--- config.mk ---
export PLATFORM = sky130hd
export DESIGN_NAME = awu_top
export DESIGN_NICKNAME = d
export VERILOG_FILES = /design/src/inc/awu_pkg.sv /design/src/verilog/awu_top.sv
export SDC_FILE = /design/constraint.sdc
export NUM_CORES = 1
export LEC_CHECK = 0
export CAP_MARGIN = 25
export CORE_UTILIZATION = 36
export CTS_CLUSTER_SIZE = 14
export DETAILED_ROUTE_END_ITERATION = 7
export DONT_BUFFER_PORTS = 1
export SYNTH_ARGS = -nofsm -noshare
export SYNTH_HDL_FRONTEND = slang
export SYNTH_SLANG_ARGS = --single-unit
--- constraint.sdc ---
create_clock -name i_clk -period 4 [get_ports i_clk]
set_clock_uncertainty 0.15 [all_clocks]
set_input_delay 0.2 -clock i_clk [delete_from_list [all_inputs] [get_ports i_clk]]
set_output_delay 0.2 -clock i_clk [all_outputs]
set_load 0.03 [all_outputs]
--- src/inc/awu_pkg.sv ---
// package: register map, fields, reset values and timing constants
package awu_pkg;
	// ==========================================
	// register map
	localparam logic [7:0] PRESCALER_ADDR = 8'h49;
	localparam logic [7:0] CTRL_STATUS_ADDR = 8'h4A;
	localparam logic [7:0] PRESCALER_RESET = 8'hFF;
	localparam logic [7:0] CTRL_STATUS_RESET = 8'h00;
	localparam int ENABLE_BIT = 0;
	localparam int MEASURE_BIT = 1;
	localparam int FLAG_BIT = 2;
	// ==========================================
	// timing
	localparam int FIXED_DIV = 64;
	localparam int STAB_SHORT = 256;
	localparam int STAB_LONG = 4096;
	localparam int CLK_MHZ = 25;
	localparam real PLL_STARTUP_US = 4.0;
	localparam int PLL_STARTUP_CYC =
		(int'($ceil(PLL_STARTUP_US * CLK_MHZ)) < 1) ? 1 :
		int'($ceil(PLL_STARTUP_US * CLK_MHZ));
	localparam int RC_STARTUP_RC_CYC = 2;

	typedef enum {
		ST_RUN,
		ST_RC_START,
		ST_TIMED,
		ST_PLAIN_HALT,
		ST_STAB,
		ST_PLL
	} awu_state_t;

	// bus request from software
	typedef struct packed {
		logic [7:0] addr;
		logic [7:0] wdata;
		logic wr;
		logic rd;
	} awu_bus_t;
endpackage

--- src/verilog/awu_top.sv ---
// auto wake-up from halt: registers, rc divider chain and halt sequencer
// Notes on behaviour
// halt with wake-up enabled enters timed wake-up halt, not plain halt
// rc oscillator runs and clocks the divider chain once timed halt begins
// delay is 64 times prescaler rc periods plus rc start-up time
// delay end sets wake-up flag and raises wake-up interrupt
// main oscillator restarts at once; 256 or 4096 cycles stabilisation
// reading control/status clears flag and interrupt; writes leave flag
// measure bit in run mode enables rc and routes it to timer capture
// software sets and clears wake-up enable to choose timed wake-up
// any halt-exit interrupt or reset also ends timed halt
// entering timed halt forces global interrupt mask to zero
// in timed halt main oscillator off, peripherals unclocked
// watchdog-halt option may give watchdog reset instead of halt
// prescaler value is dividing factor 1..255; zero forbidden
// writing zero to prescaler keeps the previous value
// control/status bits 7 to 3 read as zero
// reset: prescaler FFh, control/status 00h
// with pll enabled, extra pll start-up delay after stabilisation
// a flag set in the same cycle as a clearing read is kept
//
// Chosen here: the plain strobed port.
module awu_top #(
	parameter int STAB_SHORT_CYC = awu_pkg::STAB_SHORT,
	parameter int STAB_LONG_CYC = awu_pkg::STAB_LONG,
	parameter int PLL_CYC = awu_pkg::PLL_STARTUP_CYC
) (
	// clock and reset
	input wire logic i_clk,
	input wire logic i_rst_n,
	// register port
	input wire logic [7:0] i_addr,
	input wire logic [7:0] i_wdata,
	input wire logic i_wr,
	input wire logic i_rd,
	output logic [7:0] o_rdata,
	// cpu and power management
	input wire logic i_halt_exec,
	input wire logic i_wdg_enabled,
	input wire logic i_watchdog_halt_option,
	input wire logic i_long_stab,
	input wire logic i_pll_enable,
	input wire logic i_halt_exit_irq,
	input wire logic i_rc_tick,
	output logic o_main_osc_on,
	output logic o_periph_clk_en,
	output logic o_cpu_run,
	output logic o_clear_int_mask,
	output logic o_wdg_reset,
	output logic o_wakeup_irq,
	// rc oscillator and timer capture
	output logic o_rc_osc_enable,
	output logic o_capture_select,
	output logic o_timed_halt_wakeup_mode
);
	// ==========================================
	// parameter checks: delays load straight into a 16-bit counter
	initial begin
		if (STAB_SHORT_CYC < 1)
			$error("awu_top: short stabilisation below one cycle");
		if (STAB_LONG_CYC < STAB_SHORT_CYC)
			$error("awu_top: long stabilisation shorter than short");
		if (STAB_LONG_CYC > 65535)
			$error("awu_top: long stabilisation exceeds counter");
		if (PLL_CYC < 1)
			$error("awu_top: pll start-up below one cycle");
		if (PLL_CYC > 65535)
			$error("awu_top: pll start-up exceeds counter");
		if (awu_pkg::FIXED_DIV != 64)
			$error("awu_top: fixed divider counter is six bits");
		if (awu_pkg::RC_STARTUP_RC_CYC < 1)
			$error("awu_top: rc start-up below one tick");
	end

	// ==========================================
	// registers
	awu_pkg::awu_bus_t bus;
	logic [7:0] prescaler_q, prescaler_d;
	logic enable_q;
	logic enable_d;
	logic measure_q;
	logic measure_d;
	logic flag_q;
	logic flag_d;
	logic [7:0] rdata_d;
	logic set_flag;

	assign bus = '{addr: i_addr, wdata: i_wdata, wr: i_wr, rd: i_rd};

	function automatic logic hit(input logic [7:0] a, input logic [7:0] r);
		return a == r;
	endfunction

	// control/status image: reserved bits always read as zero
	function automatic logic [7:0] csr_image(input logic en,
		input logic meas, input logic flg);
		logic [7:0] img;
		img = 8'h00;
		img[awu_pkg::ENABLE_BIT] = en;
		img[awu_pkg::MEASURE_BIT] = meas;
		img[awu_pkg::FLAG_BIT] = flg;
		return img;
	endfunction

	always_comb begin
		prescaler_d = prescaler_q;
		enable_d = enable_q;
		measure_d = measure_q;
		flag_d = flag_q;
		rdata_d = 8'h00;
		if (bus.wr && hit(bus.addr, awu_pkg::PRESCALER_ADDR) &&
			bus.wdata != 8'h00)
			prescaler_d = bus.wdata;
		if (bus.wr && hit(bus.addr, awu_pkg::CTRL_STATUS_ADDR)) begin
			enable_d = bus.wdata[awu_pkg::ENABLE_BIT];
			measure_d = bus.wdata[awu_pkg::MEASURE_BIT];
		end
		if (bus.rd && hit(bus.addr, awu_pkg::PRESCALER_ADDR))
			rdata_d = prescaler_q;
		if (bus.rd && hit(bus.addr, awu_pkg::CTRL_STATUS_ADDR)) begin
			rdata_d = csr_image(enable_q, measure_q, flag_q);
			flag_d = 1'b0;
		end
		if (set_flag)
			flag_d = 1'b1;
	end

	always_ff @(posedge i_clk) begin
		if (!i_rst_n) begin
			prescaler_q <= awu_pkg::PRESCALER_RESET;
			enable_q <= awu_pkg::CTRL_STATUS_RESET[awu_pkg::ENABLE_BIT];
			measure_q <= awu_pkg::CTRL_STATUS_RESET[awu_pkg::MEASURE_BIT];
			flag_q <= awu_pkg::CTRL_STATUS_RESET[awu_pkg::FLAG_BIT];
			o_rdata <= 8'h00;
		end else begin
			prescaler_q <= prescaler_d;
			enable_q <= enable_d;
			measure_q <= measure_d;
			flag_q <= flag_d;
			o_rdata <= rdata_d;
		end
	end

	// ==========================================
	// halt sequencer and rc divider chain
	awu_pkg::awu_state_t state_q, state_d;
	logic [5:0] div_q, div_d;
	logic [7:0] pre_q, pre_d;
	logic [15:0] cnt_q, cnt_d;
	logic set_flag_d;
	logic wdg_rst_d;
	logic main_osc_on_d;
	logic periph_clk_en_d;
	logic cpu_run_d;
	logic clear_int_mask_d;
	logic wakeup_irq_d;
	logic rc_osc_enable_d;
	logic capture_select_d;
	logic timed_mode_d;

	// rc start-up and delay count are both timed halt
	function automatic logic timed_state(input awu_pkg::awu_state_t s);
		return s == awu_pkg::ST_RC_START || s == awu_pkg::ST_TIMED;
	endfunction

	always_comb begin
		state_d = state_q;
		div_d = div_q;
		pre_d = pre_q;
		cnt_d = cnt_q;
		set_flag_d = 1'b0;
		wdg_rst_d = 1'b0;
		unique case (state_q)
			awu_pkg::ST_RUN: begin
				if (i_halt_exec) begin
					if (i_wdg_enabled && !i_watchdog_halt_option)
						wdg_rst_d = 1'b1;
					else if (enable_q) begin
						state_d = awu_pkg::ST_RC_START;
						cnt_d = 16'(awu_pkg::RC_STARTUP_RC_CYC);
					end else
						state_d = awu_pkg::ST_PLAIN_HALT;
				end
			end
			awu_pkg::ST_RC_START: begin
				if (i_halt_exit_irq)
					state_d = awu_pkg::ST_STAB;
				else if (i_rc_tick) begin
					if (cnt_q == 16'h0001) begin
						state_d = awu_pkg::ST_TIMED;
						div_d = 6'(awu_pkg::FIXED_DIV - 1);
						pre_d = prescaler_q;
					end else
						cnt_d = cnt_q - 16'h0001;
				end
			end
			awu_pkg::ST_TIMED: begin
				if (i_halt_exit_irq)
					state_d = awu_pkg::ST_STAB;
				else if (i_rc_tick) begin
					if (div_q != 6'h00)
						div_d = div_q - 6'h01;
					else begin
						div_d = 6'(awu_pkg::FIXED_DIV - 1);
						if (pre_q == 8'h01) begin
							state_d = awu_pkg::ST_STAB;
							set_flag_d = 1'b1;
						end else
							pre_d = pre_q - 8'h01;
					end
				end
			end
			awu_pkg::ST_PLAIN_HALT: begin
				if (i_halt_exit_irq)
					state_d = awu_pkg::ST_STAB;
			end
			awu_pkg::ST_STAB: begin
				if (cnt_q == 16'h0001) begin
					if (i_pll_enable) begin
						state_d = awu_pkg::ST_PLL;
						cnt_d = 16'(PLL_CYC);
					end else
						state_d = awu_pkg::ST_RUN;
				end else
					cnt_d = cnt_q - 16'h0001;
			end
			awu_pkg::ST_PLL: begin
				if (cnt_q == 16'h0001)
					state_d = awu_pkg::ST_RUN;
				else
					cnt_d = cnt_q - 16'h0001;
			end
		endcase
		if (state_d == awu_pkg::ST_STAB && state_q != awu_pkg::ST_STAB)
			cnt_d = i_long_stab ? 16'(STAB_LONG_CYC) : 16'(STAB_SHORT_CYC);
	end

	assign set_flag = set_flag_d;

	// ==========================================
	// output next values
	always_comb begin
		// oscillator off only while halted; peripherals stay off until run resumes
		main_osc_on_d = !(timed_state(state_d) ||
			state_d == awu_pkg::ST_PLAIN_HALT);
		periph_clk_en_d = state_d == awu_pkg::ST_RUN;
		cpu_run_d = state_d == awu_pkg::ST_RUN;
		clear_int_mask_d = i_halt_exec &&
			state_q == awu_pkg::ST_RUN && !wdg_rst_d;
		wakeup_irq_d = flag_d;
		capture_select_d = measure_d &&
			state_d == awu_pkg::ST_RUN;
		rc_osc_enable_d = timed_state(state_d) ||
			capture_select_d;
		timed_mode_d = timed_state(state_d);
	end

	// ==========================================
	// state and output registers

	always_ff @(posedge i_clk) begin
		if (!i_rst_n) begin
			state_q <= awu_pkg::ST_RUN;
			div_q <= 6'h00;
			pre_q <= 8'h00;
			cnt_q <= 16'h0000;
			o_main_osc_on <= 1'b1;
			o_periph_clk_en <= 1'b1;
			o_cpu_run <= 1'b1;
			o_clear_int_mask <= 1'b0;
			o_wdg_reset <= 1'b0;
			o_wakeup_irq <= 1'b0;
			o_rc_osc_enable <= 1'b0;
			o_capture_select <= 1'b0;
			o_timed_halt_wakeup_mode <= 1'b0;
		end else begin
			state_q <= state_d;
			div_q <= div_d;
			pre_q <= pre_d;
			cnt_q <= cnt_d;
			o_main_osc_on <= main_osc_on_d;
			o_periph_clk_en <= periph_clk_en_d;
			o_cpu_run <= cpu_run_d;
			o_clear_int_mask <= clear_int_mask_d;
			o_wdg_reset <= wdg_rst_d;
			o_wakeup_irq <= wakeup_irq_d;
			o_rc_osc_enable <= rc_osc_enable_d;
			o_capture_select <= capture_select_d;
			o_timed_halt_wakeup_mode <= timed_mode_d;
		end
	end
endmodule

After elaboration in Yosys (flattened, before gate mapping)
Index checks and enable logic that the tools add are counted.

word-level totals
  register bits = 88
  bits of input ports = 27
  output and inout port bits = 17
  logic and storage cells = 131

operators by class
  $add $sub $neg = 3
  equal/unequal tests = 27
  muxes and demuxes = 54
  bitwise logic cells = 2
  reductions and logical operators = 28

operators with widths
  cell                                                  number
  2-to-1 mux 32 bit                                     12
  one-hot mux 32 bit (6 select lines)                   1
  2-to-1 mux 16 bit                                     9
  equality test 32 x 3 -> 1 bit, second input constant  4
  equality test 32 x 2 -> 1 bit, second input constant  3
  logical NOT 32 bit                                    3
  one-hot mux 16 bit (4 select lines)                   1
  2-to-1 mux 8 bit                                      7
  2-to-1 mux 6 bit                                      6
  equality test 32 x 1 -> 1 bit, second input constant  1
  equality test 32 x 4 -> 1 bit, second input constant  1
  != test 32 x 4 -> 1 bit, second input constant        1
  equality test 16 x 1 -> 1 bit, second input constant  1
  equality test 8 x 7 -> 1 bit, second input constant   2
  one-hot mux 8 bit (2 select lines)                    1
  subtractor 16 x 1 -> 16 bit, second input constant    1
  != test 3 bit, second input constant                  5
  != test 2 bit, second input constant                  7
  2-to-1 mux 13 bit                                     1
  one-hot mux 6 bit (2 select lines)                    1
  2-to-1 mux 1 bit                                      11
  logical AND 1 bit                                     10
  2-to-1 mux 3 bit                                      3
  equality test 8 x 1 -> 1 bit, second input constant   1
  15 further kinds                                      21

Logic depth before layout (Yosys ltp)
  depth after elaboration = 10
  mapped depth = 12
  mapped depth without buffers = 11

Worst setup path after synthesis
OpenSTA, ideal clock, no wires.

  path kind = register to register
  start = register pre_q[0]
  end = register cnt_q[8]
  library setup time = 0.082 ns
  data arrival time = 2.689 ns
  required time = 3.768 ns
  path slack = 1.079 ns
  stages on the path, launching flop included = 12
  buffers on the path = 1
  clock period less this slack = 2.921 ns
  cell sequence = dfxtp_1 > ha_1 > nor4b_2 > nand2_1 > o31a_1 > a221oi_1 > o22ai_1 > nor4b_4 > and2_1 > buf_2 > mux2_1 > o221ai_1

between the ends
  word-level cells in the longest chain between the ends = 10
  elaborated cells between the ends (all ways) = 17
  those cells by class = 8 x eq/ne; 6 x mux; 3 x reduce/logical

RTL lines
  what                                                    line            text
  start, declared                                         awu_top.sv:148  logic [7:0] pre_q, pre_d;
  start signal, assigned                                  awu_top.sv:279  pre_q <= pre_d;
  equality test 8 x 1 -> 1 bit *                          awu_top.sv:205  if (pre_q == 8'h01) begin
  2-to-1 mux 32 bit *                                     awu_top.sv:205
  2-to-1 mux 32 bit *                                     awu_top.sv:201  if (div_q != 6'h00)
  2-to-1 mux 32 bit *                                     awu_top.sv:200  else if (i_rc_tick) begin
  2-to-1 mux 32 bit *                                     awu_top.sv:198  if (i_halt_exit_irq)
  one-hot mux 32 bit (6 select lines) *                   awu_top.sv:173  unique case (state_q)
  equality test 32 x 4 -> 1 bit *                         awu_top.sv:234  if (state_d == awu_pkg::ST_STAB && state_q != awu_pkg::ST_STAB)
  logical AND 1 bit *                                     awu_top.sv:234
  != test 4 bit (no source line) (tied with other cells)  n/a
  AND reduction 7 bit (no source line)                    n/a
  end signal, assigned                                    awu_top.sv:280  cnt_q <= cnt_d;
  end, declared                                           awu_top.sv:149  logic [15:0] cnt_q, cnt_d;

Mark *: on every way between the ends. The rest lies on a longest branch, timed or not.
A chain may end at the register's enable or synchronous reset.

Worst setup path in the final report
  start = register state_q[4]
  end = register cnt_q[5]

between the ends
  word-level cells in the longest chain between the ends = 9
  elaborated cells between the ends (all ways) = 32
  those cells by class = 13 x eq/ne; 15 x mux; 4 x reduce/logical

RTL lines
  what                                                    line            text
  start, declared                                         awu_top.sv:146  awu_pkg::awu_state_t state_q, state_d;
  start signal, assigned                                  awu_top.sv:263  state_q <= awu_pkg::ST_RUN;
  start signal, assigned                                  awu_top.sv:277  state_q <= state_d;
  2-to-1 mux 32 bit                                       awu_top.sv:205
  2-to-1 mux 32 bit                                       awu_top.sv:201
  2-to-1 mux 32 bit                                       awu_top.sv:200
  2-to-1 mux 32 bit                                       awu_top.sv:198
  one-hot mux 32 bit (6 select lines)                     awu_top.sv:173
  equality test 32 x 4 -> 1 bit                           awu_top.sv:234
  logical AND 1 bit                                       awu_top.sv:234
  != test 4 bit (no source line) (tied with other cells)  n/a
  AND reduction 7 bit (no source line)                    n/a

Parallel ways exist; a longest one is shown, timed or not.

==> metrics.log <==
INFO  metric status = finished, final reports clean
INFO  metric cts_max_path_buffers = 2
INFO  metric ioPinCount = 44
INFO  metric htree_num_levels = 3
INFO  metric route.detailed.wl_per_inst = about 15 µm
INFO  metric finalHoldViolations = 0
INFO  metric crit_path_top_delay_cell = sky130_fd_sc_hd__a31oi_1
INFO  metric worstHoldPathType = input port to flop
INFO  metric final_setup_violation_count = 0
INFO  metric post_drt_via_cell_ratio = approximately 5.4
INFO  metric ff_latch_area = 0.001762 mm²
INFO  metric finalSetupTns = 0 ns
INFO  metric cp_top_family = simple AND/OR/NAND/NOR gates
INFO  metric timing.max_slew.rel_slack = 38.97%
INFO  metric tritoncts.num_buffers = 9
INFO  metric cts_tree = yes
INFO  metric path_clk_slew = ~0.070 ns
INFO  metric detail_route.iter0.violations = ~190
INFO  metric place.detailed.hpwl = between 6 and 7 mm
INFO  metric gp_congestion = approximately 0.87
INFO  metric ys_async_sr_fraction = 0%
INFO  metric drtAntennaViolNets = 0
INFO  metric number_of_sinks_on_the_clock_net = a little under 90
INFO  metric grt_pass1_wl = approximately 15 mm
INFO  metric worstMarginPinSlew = 0.9094 ns
INFO  metric floorplan.die.height = about 110 µm
INFO  metric dr.pass1.iters = 6
INFO  metric yosys-top-cells-area = sky130_fd_sc_hd__dfxtp_1 43%, sky130_fd_sc_hd__and2_1 6.7%, sky130_fd_sc_hd__nand2_1 4.3%
INFO  metric insertedDiodeCount = 0
INFO  metric multi_input_comb_area = approximately 0.0022 mm²
INFO  metric startpoint_type = flop
INFO  metric crit_path_max_fanout = 14
INFO  metric area_growth = 13.61%
INFO  metric floorplan.core_area = around 0.011 mm²
INFO  metric gr-total-overflow = 0
INFO  metric synth.largest_area_cell = sky130_fd_sc_hd__dfxtp_1
INFO  metric grt_usage = 16.89%
INFO  metric place_worst_setup_slack = 0.5733 ns
INFO  metric route.detailed.drc = 0
INFO  metric timing.critical_path.slowest_cell_delay = 0.55 ns
INFO  metric final.period_utilization = between 80 and 90%
INFO  metric max-cap-violations = 0
INFO  metric power.density_cell_area = 596.4 mW/mm²
INFO  metric vdd_drop_max = 328.4 µV
INFO  metric design.die.area = around 0.012 mm²
INFO  metric finish.net_count = 518
INFO  metric ys_seq_area_share = 43.06%
INFO  metric endpoint_kind = flop
INFO  metric final.setup.worst_slack = between 0.4 and 0.5 ns
INFO  metric yosys_most_used_dff = sky130_fd_sc_hd__dfxtp_1
INFO  metric dr_total_vias = around 3,400
INFO  metric cts-resized-gates = 0
INFO  metric synth.cell_area = 0.004091 mm²
INFO  metric timing.critical_path.required = about 4 ns
INFO  metric row_count = 38
INFO  metric clk_latency = between 0.3 and 0.4 ns
INFO  metric grt_pass1_vias = 3,276
INFO  metric worstPathArrival = 3.59 ns
INFO  metric cts_root_buffer = sky130_fd_sc_hd__clkbuf_16
INFO  metric rsz0062_at_grt = false
INFO  metric critical_path.n_buffers_inverters = 1
INFO  metric antenna_found_initial = 0
INFO  metric final_period_minus_worst_setup_slack = 3.505 ns
INFO  metric achievable-frequency = around 290 MHz
INFO  metric postLayoutCoreUtil = between 40% and 50%
INFO  metric synth-edff-count = 0
INFO  metric postCtsSetupRepairBufs = 0
INFO  metric criticalPathCategory = flop to flop
INFO  metric warnings_from_yosys = 0
INFO  metric leakage = about 1.7 nW
INFO  metric synth.ff_latch_count = 88
INFO  metric netlist_instances = 478
INFO  metric post_syn_nets = slightly above 500
INFO  metric slew_violations = 0
INFO  metric drt-total-wl = 9.188 mm
INFO  metric die-width = 108.6 µm
INFO  metric yosysTopAreaCellShare = between 40% and 50%
INFO  metric portBuffers = 0
INFO  metric start_util = 37.41%
INFO  metric worstPathCellList = nor4_1 > nand4b_1 > nor3_1 > a21oi_1 > o22ai_1 > nor4b_4 > a31oi_1 > buf_4 > nor2_1 > o221a_1
INFO  metric design_power_total = around 2.8 mW
INFO  metric drive_above_1_share = 6.939%
INFO  metric syn-mean-instance-area = ~8.6 µm²
INFO  metric final_cell_mix = 88 x sky130_fd_sc_hd__dfxtp_1, 47 x sky130_fd_sc_hd__nand2_1, 44 x sky130_fd_sc_hd__and2_1
INFO  metric synth_cell_type_count = a little over 60
INFO  metric mostFrequentLayoutCell = sky130_fd_sc_hd__dfxtp_1
INFO  metric hold-worst-slack = ~0.0020 ns
INFO  metric fill_cells = ~1,100
INFO  metric pin_count_of_the_biggest_net_entering_global_routing = 64
==> per-layer routing <==
metal | vias up | global-route usage [%] | wire, µm
met4 | 0 | 6.564 | 162
met1 | 1584 | 21.74 | 4366
li1 | 1736 | - | -
met5 | - | 0 | 0
met2 | 65 | 26.40 | 4237
met3 | 15 | 5.063 | 422
==> state kept, by name, indices dropped and copies added, names as in the netlist, 6 cells and up <==
signal and cells:
state_q 32, div_q 6, pre_q 8, cnt_q 16
prescaler_q 8, o_rdata 8
==> worst paths after layout <==
| kind | start | endpoint | slack, ns | depth (start not counted) |
|---|---|---|---|---|
| worst max register to register | state_q[4] | cnt_q[5] | 0.50 | 10 |
| worst min register to register | state_q[10] | state_q[10] | 0.31 | 1 |
| worst max-delay path | state_q[4] | cnt_q[5] | 0.50 | 10 |
| worst min-delay path | i_rst_n | prescaler_q[6] | 0.002 | 2 |
==> logic make-up (layout without fill, tap and decap cells) <==
kind of cell             after synthesis  in the layout  share of synthesized area, %
multiplexers                          11             11                         2.813
adder cells (fa/ha/maj)                6              6                         1.835
AO/OA/AOI/OAI                         95             95                         15.72
flip-flops                            88             88                         43.06
buffers and inverters                 36             48                         3.517
AND/OR/NAND/NOR                      242            242                         33.06
==> cell usage after synthesis, drive strengths merged (3+ instances only) <==
master and count:
a211oi 5, a21boi 4, a21oi 28, a22o 3
a31oi 5, and2 44, and3 8, buf 6
clkbuf 18, dfxtp 88, ha 6, inv 12
mux2i 10, nand2 47, nand2b 11, nand3 16
nand3b 6, nand4 4, nand4b 4, nor2 41
nor2b 4, nor3 16, nor3b 3, nor4 18
nor4b 5, o21ai 16, o221a 5, o22ai 9
o311ai 3, o31a 3, or2 3, or3 6
==> where the power goes <==
group / switching, mW / total, mW / internal (mW)
logic: 0.544 / 0.897 / 0.352
registers: 0.140 / 1.09 / 0.951
clock network: 0.358 / 0.784 / 0.426
total: 1.04 / 2.77 / 1.73
==> what timing repair did <==
action                                  in CTS  in global routing
endpoints found under the setup margin       0                  0
hold endpoints to repair                    49                  0
hold buffers                                16                  0
==> layout make-up <==
class / count / area share (%)
Clock buffer: 11 / 5.007
Clock inverter: 5 / 0.8614
Inverter: 12 / 0.9690
Multi-Input combinational cell: 354 / 47.03
Sequential cell: 88 / 37.90
Tap cell: 140 / 3.769
Timing Repair Buffer: 20 / 4.468
==> per-stage QoR <==
step | instances | area [µm²]
6_report | 630 | 4648
4_1_cts | 630 | 4648
5_1_grt | 630 | 4648
3_3_place_gp | 598 | 4198
3_5_place_dp | 598 | 4198
2_1_floorplan | 478 | 4091
Power figures use the tool's default switching activity.
